File: config.mk
export PLATFORM = sky130hd
export DESIGN_NAME = sbcs_control
export DESIGN_NICKNAME = d
export VERILOG_FILES = /design/src/design/sbcs_control.v
export VERILOG_INCLUDE_DIRS = /design/src /design/src/design
export SDC_FILE = /design/constraint.sdc
export NUM_CORES = 1
export LEC_CHECK = 0
export BUFFER_PORTS_ARGS = -buffer_cell sky130_fd_sc_hd__buf_2
export CORE_MARGIN = 10
export CORE_UTILIZATION = 50
export DETAILED_ROUTE_END_ITERATION = 6
export GPL_ROUTABILITY_DRIVEN = 0
export GPL_TIMING_DRIVEN = 0
export PLACE_DENSITY = 0.67
export SLEW_MARGIN = 20
export SYNTH_ARGS = -nofsm -noshare
export SYNTH_HDL_FRONTEND = slang
export SYNTH_SLANG_ARGS = --single-unit
File: constraint.sdc
create_clock -name clk -period 2.2 [get_ports clk]
set_input_delay 0.33 -clock clk [delete_from_list [all_inputs] [get_ports clk]]
set_output_delay 0.33 -clock clk [all_outputs]
set_load 0.1 [all_outputs]
File: src/design/sbcs_defines.vh
`ifndef SBCS_DEFINES_VH
`define SBCS_DEFINES_VH

// special-function page and addresses
`define SBCS_PAGE          4'h0
`define SBCS_CTRL_ADDR     8'hC0
`define SBCS_DATA_ADDR     8'hC2

// serial_bus_control_status bit positions
`define SBCS_MASTER_BIT    3'h7
`define SBCS_TXDIR_BIT     3'h6
`define SBCS_STA_BIT       3'h5
`define SBCS_STO_BIT       3'h4
`define SBCS_REPLY_REQUEST_FLAG_BIT     3'h3
`define SBCS_ARB_BIT       3'h2
`define SBCS_ACK_BIT       3'h1
`define SBCS_SI_BIT        3'h0

// reset values
`define SBCS_CTRL_RESET    8'h00
`define SBCS_DATA_RESET    8'h00

// receive buffer shape
`define SBCS_FIFO_WIDTH    8
`define SBCS_FIFO_DEPTH    16
`define SBCS_FIFO_AW       4

`endif

File: src/design/sbcs_control.v
`timescale 1ns/100ps
`include "sbcs_defines.vh"

module sbcs_fifo #(
    parameter WIDTH = `SBCS_FIFO_WIDTH,
    parameter DEPTH = `SBCS_FIFO_DEPTH,
    parameter AW    = `SBCS_FIFO_AW
) (
    input  wire             clk,
    input  wire             rst_b,
    input  wire             in_valid,
    input  wire [WIDTH-1:0] in_data,
    output reg              in_ready,
    output reg              out_valid,
    output wire [WIDTH-1:0] out_data,
    input  wire             out_ready
);
    reg [WIDTH-1:0] mem [0:DEPTH-1];
    reg [AW-1:0]    wr_ptr;
    reg [AW-1:0]    rd_ptr;
    reg [AW:0]      count;
    reg [AW:0]      next_count;
    wire            push;
    wire            pop;

    assign push     = in_valid & in_ready;
    assign pop      = out_valid & out_ready;
    assign out_data = mem[rd_ptr];

    // occupancy after this cycle's push and pop
    always @* begin
        next_count = count;
        if (push & ~pop)
            next_count = count + {{AW{1'b0}}, 1'b1};
        else if (pop & ~push)
            next_count = count - {{AW{1'b0}}, 1'b1};
    end

    // full and empty are registered so the ready seen outside is a flop
    always @(posedge clk or negedge rst_b) begin
        if (!rst_b) begin
            wr_ptr    <= {AW{1'b0}};
            rd_ptr    <= {AW{1'b0}};
            count     <= {(AW+1){1'b0}};
            in_ready  <= 1'b1;
            out_valid <= 1'b0;
        end else begin
            if (push)
                wr_ptr <= wr_ptr + {{(AW-1){1'b0}}, 1'b1};
            if (pop)
                rd_ptr <= rd_ptr + {{(AW-1){1'b0}}, 1'b1};
            count     <= next_count;
            in_ready  <= (next_count != DEPTH[AW:0]);
            out_valid <= (next_count != {(AW+1){1'b0}});
        end
    end

    // storage needs no reset
    always @(posedge clk) begin
        if (push)
            mem[wr_ptr] <= in_data;
    end
endmodule

module sbcs_control (
    input  wire       clk,
    input  wire       rst_b,
    // special-function register port
    input  wire [3:0] sfr_page,
    input  wire [7:0] sfr_addr,
    input  wire       sfr_wr,
    input  wire [7:0] sfr_wdata,
    input  wire       sfr_rd,
    input  wire       sfr_bit_wr,
    input  wire [2:0] sfr_bit_sel,
    input  wire       sfr_bit_val,
    output reg  [7:0] sfr_rdata,
    // events from the bit engine as one-cycle pulses, plus its status, phase and mode levels
    input  wire       start_generated,
    input  wire       stop_generated,
    input  wire       start_detected,
    input  wire       stop_detected,
    input  wire       addr_received,
    input  wire       byte_received,
    input  wire       byte_sent_acked,
    input  wire       ack_cycle_done,
    input  wire       ack_in_valid,
    input  wire       ack_in,
    input  wire       frame_start,
    input  wire       addressed,
    input  wire       gen_stop_phase,
    input  wire       gen_rstart_phase,
    input  wire       sending_one,
    input  wire       auto_reply_enable,
    // bus pins, sensed only
    input  wire       scl_in,
    input  wire       sda_in,
    // requests to the bit engine
    output reg        start_req,
    output reg        stop_req,
    output reg        ack_out,
    output reg        proceed,
    output reg  [7:0] tx_data,
    output reg        tx_load,
    // clock line hold, open drain
    output reg        scl_o,
    output reg        scl_oe,
    // received byte stream
    input  wire       rx_valid,
    input  wire [7:0] rx_data,
    output wire       rx_ready
);
    reg        master;
    reg        txdir;
    reg        start_request_bit;
    reg        stop_request_bit;
    reg        reply_request_flag;
    reg        arbitration_loss_flag;
    reg        ack;
    reg        si;
    reg        tx_loaded;
    reg        ack_written;
    reg        scl_m;
    reg        scl_s;
    reg        sda_m;
    reg        sda_s;
    reg        next_si;
    reg  [7:0] wmask;
    reg  [7:0] wval;
    wire       page_ok;
    wire       ctrl_wr;
    wire       data_wr;
    wire       data_rd;
    wire       si_clear;
    wire       arb_rstart;
    wire       arb_scl;
    wire       arb_sda;
    wire       arb_stop;
    wire       arb_evt;
    wire       si_evt;
    wire       fifo_valid;
    wire [7:0] fifo_data;
    // one-hot lane of a bit index
    function [7:0] bit_lane;
        input [2:0] idx;
        begin
            bit_lane = 8'h01 << idx;
        end
    endfunction
    sbcs_fifo #(
        .WIDTH (`SBCS_FIFO_WIDTH),
        .DEPTH (`SBCS_FIFO_DEPTH),
        .AW    (`SBCS_FIFO_AW)
    ) u_rx_fifo (
        .clk       (clk),
        .rst_b     (rst_b),
        .in_valid  (rx_valid),
        .in_data   (rx_data),
        .in_ready  (rx_ready),
        .out_valid (fifo_valid),
        .out_data  (fifo_data),
        .out_ready (data_rd)
    );
    // pins come from outside the clock domain
    always @(posedge clk or negedge rst_b) begin
        if (!rst_b) begin
            scl_m <= 1'b1;
            scl_s <= 1'b1;
            sda_m <= 1'b1;
            sda_s <= 1'b1;
        end else begin
            scl_m <= scl_in;
            scl_s <= scl_m;
            sda_m <= sda_in;
            sda_s <= sda_m;
        end
    end
    // address decode on page 0
    assign page_ok = (sfr_page == `SBCS_PAGE);
    assign ctrl_wr = page_ok & (sfr_addr == `SBCS_CTRL_ADDR);
    assign data_wr = page_ok & sfr_wr & (sfr_addr == `SBCS_DATA_ADDR);
    assign data_rd = page_ok & sfr_rd & (sfr_addr == `SBCS_DATA_ADDR)
                     & fifo_valid;
    // byte and bit writes folded into one mask and value
    always @* begin
        wmask = 8'h00;
        wval  = 8'h00;
        if (ctrl_wr & sfr_wr) begin
            wmask = 8'hFF;
            wval  = sfr_wdata;
        end else if (ctrl_wr & sfr_bit_wr) begin
            wmask = bit_lane(sfr_bit_sel);
            wval  = {8{sfr_bit_val}} & wmask;
        end
    end
    assign si_clear = wmask[`SBCS_SI_BIT] & ~wval[`SBCS_SI_BIT];
    // arbitration loss causes; pins read only after the second flop
    assign arb_rstart = start_detected & master & ~start_request_bit;
    assign arb_scl    = (gen_stop_phase | gen_rstart_phase) & ~scl_s;
    assign arb_sda    = sending_one & ~sda_s;
    assign arb_stop   = stop_detected & master;
    assign arb_evt    = arb_rstart | arb_scl | arb_sda | arb_stop;
    // the six sources of a serial event
    assign si_evt = start_generated | arb_evt | byte_sent_acked
                    | byte_received | addr_received
                    | (stop_detected & addressed);
    // hardware set wins over a clear in the same cycle
    always @* begin
        next_si = si;
        if (wmask[`SBCS_SI_BIT])
            next_si = wval[`SBCS_SI_BIT];
        if (si_evt)
            next_si = 1'b1;
    end
    // status and control bits
    always @(posedge clk or negedge rst_b) begin
        if (!rst_b) begin
            master      <= 1'b0;
            txdir       <= 1'b0;
            start_request_bit         <= 1'b0;
            stop_request_bit         <= 1'b0;
            reply_request_flag       <= 1'b0;
            arbitration_loss_flag     <= 1'b0;
            ack         <= 1'b0;
            si          <= 1'b0;
            tx_loaded   <= 1'b0;
            ack_written <= 1'b0;
        end else begin
            si <= next_si;
            // role is hardware-only; writes do not reach it
            if (start_generated)
                master <= 1'b1;
            else if (stop_generated | arb_evt)
                master <= 1'b0;
            // direction follows whether data was preloaded
            if (start_generated | (frame_start & tx_loaded))
                txdir <= 1'b1;
            else if (start_detected | arb_evt | frame_start)
                txdir <= 1'b0;
            if (data_wr)
                tx_loaded <= 1'b1;
            else if (frame_start)
                tx_loaded <= 1'b0;
            // start bit: software owns the clear
            if (wmask[`SBCS_STA_BIT])
                start_request_bit <= wval[`SBCS_STA_BIT];
            if (addr_received | start_detected)
                start_request_bit <= 1'b1;
            // stop bit: writing 1 only counts while master
            if (stop_generated)
                stop_request_bit <= 1'b0;
            else if (wmask[`SBCS_STO_BIT] & (master | ~wval[`SBCS_STO_BIT]))
                stop_request_bit <= wval[`SBCS_STO_BIT];
            if ((stop_detected & addressed) | arb_stop)
                stop_request_bit <= 1'b1;
            // reply request is raised only in software reply mode
            if (ack_cycle_done)
                reply_request_flag <= 1'b0;
            if (byte_received & ~auto_reply_enable)
                reply_request_flag <= 1'b1;
            // loss flag dies with the event flag, new loss wins
            if (si_clear)
                arbitration_loss_flag <= 1'b0;
            if (arb_evt)
                arbitration_loss_flag <= 1'b1;
            // acknowledge bit: written value or value seen on the bus
            if (wmask[`SBCS_ACK_BIT])
                ack <= wval[`SBCS_ACK_BIT];
            if (ack_in_valid)
                ack <= ~ack_in;
            // a fresh request forgets any earlier written reply
            if (byte_received & ~auto_reply_enable)
                ack_written <= 1'b0;
            else if (wmask[`SBCS_ACK_BIT])
                ack_written <= 1'b1;
        end
    end
    // requests to the engine; engine orders STOP before START
    always @(posedge clk or negedge rst_b) begin
        if (!rst_b) begin
            start_req <= 1'b0;
            stop_req  <= 1'b0;
            ack_out   <= 1'b0;
            proceed   <= 1'b0;
            tx_data   <= `SBCS_DATA_RESET;
            tx_load   <= 1'b0;
            scl_o     <= 1'b0;
            scl_oe    <= 1'b0;
        end else begin
            start_req <= start_request_bit & ~si;
            stop_req  <= stop_request_bit & master & ~si;
            // unwritten reply under a pending request means NACK
            ack_out   <= ack & (ack_written | ~reply_request_flag);
            proceed   <= si & ~next_si;
            tx_load   <= data_wr;
            if (data_wr)
                tx_data <= sfr_wdata;
            // line held low as long as the event is pending
            scl_o     <= 1'b0;
            scl_oe    <= next_si;
        end
    end
    // registered read data; unmapped reads return zero
    always @(posedge clk or negedge rst_b) begin
        if (!rst_b) begin
            sfr_rdata <= `SBCS_CTRL_RESET;
        end else if (sfr_rd) begin
            if (ctrl_wr)
                sfr_rdata <= {master, txdir, start_request_bit, stop_request_bit,
                              reply_request_flag, arbitration_loss_flag, ack, si};
            else if (data_rd)
                sfr_rdata <= fifo_data;
            else
                sfr_rdata <= 8'h00;
        end
    end
endmodule

# Word-level counts from Yosys, hierarchy flattened
# Memory sizes are Yosys's and may differ from the RTL's.
# Index checks and enable logic that the tools add are counted.
# totals
ff_bits	50
mem_bits_rw	128
in_bits	56
wordCells	134
memories	1
# memory_table
memory	words	word_bits	read_ports	rd_ports_with_merged_regs	wr	line	rtl
u_rx_fifo.mem	16	8	1	0	1	sbcs_control.v:18	reg [WIDTH-1:0] mem [0:DEPTH-1];
# op_classes
n_addsub	4
n_eq_ne	3
shift	1
muxes	31
n_bitwise	57
reduce_logical	11
# ops
cell	n
$and A1 B1 Y1	27
$mux W6	4
$mux W1	23
$or A1 B1 Y1	17
$eq A8 B8 Y1 const B	2
$mux W8	2
$reduce_bool A2 Y1	8
$not A1 Y1	12
$mux W5	2
$add A4 B1 Y4 const B	2
$and A6 B6 Y6	1
$shl A1 B3 Y6 const A	1
$add A5 B1 Y5 const B	1
$ne A5 B5 Y1 const B	1
$reduce_bool A5 Y1	1
$sub A5 B1 Y5 const B	1
$logic_not A4 Y1	1
$reduce_bool A3 Y1	1

# Longest topological paths before layout
# depth
depth_word	13
mapped_depth	7
mapped_depth_nobuf	6

# Hierarchy
# From an unflattened synthesis, not the netlist that was laid out.
# hier_totals
cells_unflattened	428
hier_area_um2	7400.8
# modules_own_cells
module	instances	cells_each	area_each_um2	seq_area_each_um2
sbcs_fifo	1	290	5776.8	4220.3
sbcs_control	1	138	1624.1	880.8

# Worst setup path before layout
# OpenSTA, ideal clock, no wires.
# synth_timing
path_kind	register to register
startpoint	register u_rx_fifo.in_ready
endpoint	register u_rx_fifo.out_valid
setup_time_ns	0.138
t_arrival_ns	1.905
required_ns	2.062
slack_ns	0.158
path_stages_with_launch	7
n_path_buf	1
period_less_slack_ns	2.042
cell_sequence	dfstp_2 and2_1 clkbuf_1 nor4_1 a22oi_1 xor2_1 nand4b_1
# synth_via
elab_chain_cells	6
# synth_lines
item	line	rtl
start, declared	sbcs_control.v:13	output reg in_ready,
start signal, assigned	sbcs_control.v:53	in_ready <= (next_count != DEPTH[AW:0]);
$and A1 B1 Y1 (*)	sbcs_control.v:26	assign push = in_valid & in_ready;
$not A1 Y1	sbcs_control.v:35	else if (pop & ~push)
$and A1 B1 Y1	sbcs_control.v:35	
$mux W5	sbcs_control.v:35	
$mux W5 (*)	sbcs_control.v:33	if (push & ~pop)
$reduce_bool A5 Y1 (*)	sbcs_control.v:54	out_valid <= (next_count != {(AW+1){1'b0}});
end signal, assigned	sbcs_control.v:54	
end, declared	sbcs_control.v:14	output reg out_valid,
# Every way passes the cells marked *; elsewhere a longest branch is shown, timed or not.
# A chain may end at the register's enable or synchronous reset.

# Final worst setup path
# layout_timing
startpoint	register u_rx_fifo.rd_ptr[1]
endpoint	register sfr_rdata[1]
# layout_via
elab_chain_cells	3
# layout_lines
item	line	rtl
start, declared	sbcs_control.v:20	reg [AW-1:0] rd_ptr;
start signal, assigned	sbcs_control.v:43	rd_ptr <= {AW{1'b0}};
start signal, assigned	sbcs_control.v:51	rd_ptr <= rd_ptr + {{(AW-1){1'b0}}, 1'b1};
$mem_v2 Z16 W8	-	
$mux W8	sbcs_control.v:311	else if (data_rd)
$mux W8	sbcs_control.v:308	if (ctrl_wr)
end signal, assigned	sbcs_control.v:306	sfr_rdata <= `SBCS_CTRL_RESET;
end signal, assigned	sbcs_control.v:309	sfr_rdata <= {master, txdir, start_request_bit, stop_request_bit,
end signal, assigned	sbcs_control.v:312	sfr_rdata <= fifo_data;
end, declared	sbcs_control.v:77	output reg [7:0] sfr_rdata,
# No other way between the ends.

==> flow_summary.ini <==
[outcome]
outcome = finished, final reports clean

[floorplanning]
dieWidth_um = 141
core_region_area_um2 = 14500
io_pins = 80
dieArea_um2 = 20000
die_h_um = 141
start_util_pct = 50.9
rows = 44

[synth]
synthCells = 424
synth_seq_cells = 178
synth_top_area_share_pct = 52.2
syn_nets = 487
synth-edff-count = 128
synth-main-ff-cell = edfxtp_1
syn-cell-area_um2 = 7370
synth_area_leaders = edfxtp_1, dfrtp_1, mux4_2
yosysSeqAreaShare_pct = 69.2
synthArstFlopShare_pct = 28.1
yosys.area.top_type = edfxtp_1
synth.distinct_cells = 55
yosysWarnings = 0
syn_area_per_cell_um2 = 17.4

[routing]
first_iter_violations = 261
finalWirelength_um = 15100
met2WireLength_um = 7140
dr.pass1.iters = 4
vias = 4014
routed-wl-met3_um = 1150
drt-vias-per-instance = 5.58
top_layer = met4
met1Wirelength_um = 6740
drc = 0
wl_per_cell_um = 21.0
ant_nets = 0

[sta]
rsz0062_at_grt = no
period_minus_slack_ns = 2.11
tightest_slew_ns = 0.645
finalClockSkew_ns = 0.0108
tns_ns = 0
slew_headroom_pct = 56.8
setup-violations-final = 0
period_share_pct = 96.0
fmax_mhz = 474
report.final.hold_viol_count = 0
slew_viol_final = 0
setup_slack_ns = 0.0888

[critical_path]
critical_path_peak_fanout = 16
start_kind = flip-flop
required_ns = 2.51
r2r_slack_ns = 0.09
reg2reg_from = u_rx_fifo.rd_ptr[1]$_DFFE_PN0P_
crit_start = u_rx_fifo.rd_ptr[1]$_DFFE_PN0P_
cp-end-kind = flip-flop
critical_path_class = reg2reg
worst_path_most_repeated_cell = mux4_2
r2r_cells = 6
critical_path_arrival_ns = 2.42
slowest_delay_ns = 0.49
crit_end = sfr_rdata[1]$_DFFE_PN0P_
path_cells = buf_4 > clkbuf_2 > mux4_2 > mux4_2 > inv_1 > o21ai_1
crit_slowest_cell = mux4_2
reg2reg_to = sfr_rdata[1]$_DFFE_PN0P_

[final_layout]
n_antenna_cell = 0
mostFrequentLayoutCell = edfxtp_1
multi_input_area_um2 = 2070
final_cell_mix = edfxtp_1, buf_2, dfrtp_1
n_fill_cell = 1077
seq_area_um2 = 5100
layout-drive-gt1-share_pct = 31.4
instances_no_fill = 719
layout-area-overhead-vs-synth_pct = 16.4
nets = 585

[global_routing]
antenna_found_initial = 0
grt.overflow.total = 0
grt_max_degree = 51
gr-usage-all-layers_pct = 15.6
grt_first_pass_wirelength_um = 23800
grt_pass1_vias = 4166

[placed_design]
place_ws_ns = -0.0502
io_buffers = 77
placed_cells = 685
dpl.hpwl_um = 10600

[pwr]
combPwrFrac_pct = 12.4
irDropWorstVdd_mv = 0.604
p_switching_mw = 2.07
p_leak_nw = 3.26
p_sw_share_pct = 26.0
clockPowerShare_pct = 35.9
p_per_area_nw_per_um2 = 928
intPower_mw = 5.89
seqPwrFrac_pct = 51.8

[clock_network]
cts_root_buf = clkbuf_16
cts_buffers = 17
clkLatencyLatePin_ns = 0.43
cts_sinks = 178
post_cts_buffers = 0
tritoncts = done
path_clk_slew_ns = 0.07
clockBufferDepth = 2
htreeDepth = 4

[flow_run]
cap_violations = 0

[worst_hold_path]
hold_path.class = in2reg
## per-layer routing
| metal | GRT usage, % | up-vias |
|---|---|---|
| met5 | 0 | - |
| met4 | 4.20 | 0 |
| met3 | 6.17 | 8 |
| met2 | 23.9 | 131 |
| met1 | 20.4 | 2027 |
| li1 | - | 1848 |
## through the flow
step / util [%] / cell area [µm²] / power, mW / hold WS, ns
2_1_floorplan: - / 7370 / 4.80 / 0.0344
3_3_place_gp: 55.1 / 7980 / 5.11 / 0.348
4_1_cts: 59.1 / 8560 / 8.02 / 0.0698
6_report: 59.2 / 8570 / 7.96 / 0.0854
5_1_grt: 59.2 / 8570 / 8.29 / 0.0829
3_5_place_dp: 55.1 / 7980 / 5.18 / 0.348
## synth_stat cells (2+ instances only)
cell,number
and2_1,13
a2bb2oi_1,2
mux4_2,27
a31oi_1,6
nand4_1,2
mux2_2,9
dfrtp_1,45
buf_6,3
xnor2_1,6
nor2_1,12
o22ai_1,2
a21oi_1,7
nor3_1,2
clkbuf_1,7
ha_1,7
edfxtp_1,128
clkinv_1,4
o21ai_1,8
and3_1,9
nor2b_1,6
o21a_1,2
nor4_1,2
nand2_1,19
dfstp_2,5
o21ai_0,18
mux4_1,13
inv_1,19
nand3_1,6
buf_4,3
nor3b_1,4
xor2_1,3
mux2i_1,2
## cells by family after synthesis
logic type / share of synthesized area [%]
flops: 69.2
fa+ha+maj: 1.19
other cells: 0.0509
mux: 14.5
xor+xnor: 1.29
simple gates: 6.86
buf+inv: 2.63
compound gates: 4.21
## how the worst min path moves through the flow
stage               startpoint              end  slack, ns  depth (start not counted)
3_3_place_gp   scl_m$_DFF_PN1_  scl_s$_DFF_PN1_       0.35                          0
3_5_place_dp   sda_m$_DFF_PN1_  sda_s$_DFF_PN1_       0.35                          0
4_1_cts                 ack_in  ack$_DFFE_PN0P_       0.07                          2
5_1_grt                 ack_in  ack$_DFFE_PN0P_       0.08                          2
6_report                ack_in  ack$_DFFE_PN0P_       0.09                          2
2_1_floorplan            rst_b  ack$_DFFE_PN0P_       0.03                          0
## power groups by stage
stage	combinational, mW	sequential [mW]	clock (mW)
2_1_floorplan	0.577	4.22	0
3_3_place_gp	0.949	4.16	0
3_5_place_dp	0.988	4.19	0
4_1_cts	0.998	4.12	2.91
5_1_grt	1.08	4.16	3.05
6_report	0.983	4.12	2.86
## flip-flops by register name, summed over array words and instances (netlist names), 4 cells and up
register / flops
u_rx_fifo.count: 5
u_rx_fifo.mem: 128
u_rx_fifo.wr_ptr: 4
sfr_rdata: 8
u_rx_fifo.rd_ptr: 4
tx_data: 8
## worst max-delay path: cells and delay by family, from the launching register on
family | cells | cell delay [ns]
muxes | 2 | 0.90
DFF | 1 | 0.36
buffers and inverters | 3 | 0.68
AOI/OAI and AO/OA | 1 | 0.06
## what timing repair did
action,in CTS,in global routing
gates cloned,0,0
setup endpoints to repair,8,1
hold buffers,2,1
endpoints found under the hold margin,2,45
gates resized for setup,2,1
pin swaps,0,0
## layout make-up
type,instances,share of cell area [%]
inverter,23,1.01
multi-input combinational,207,24.2
sequential,178,59.5
buffer,15,1.24
timing repair buffer,80,4.87
clock inverter,14,1.50
tap,184,2.69
clock buffer,18,5.01
Note: power is estimated with default switching activity, not from simulation.
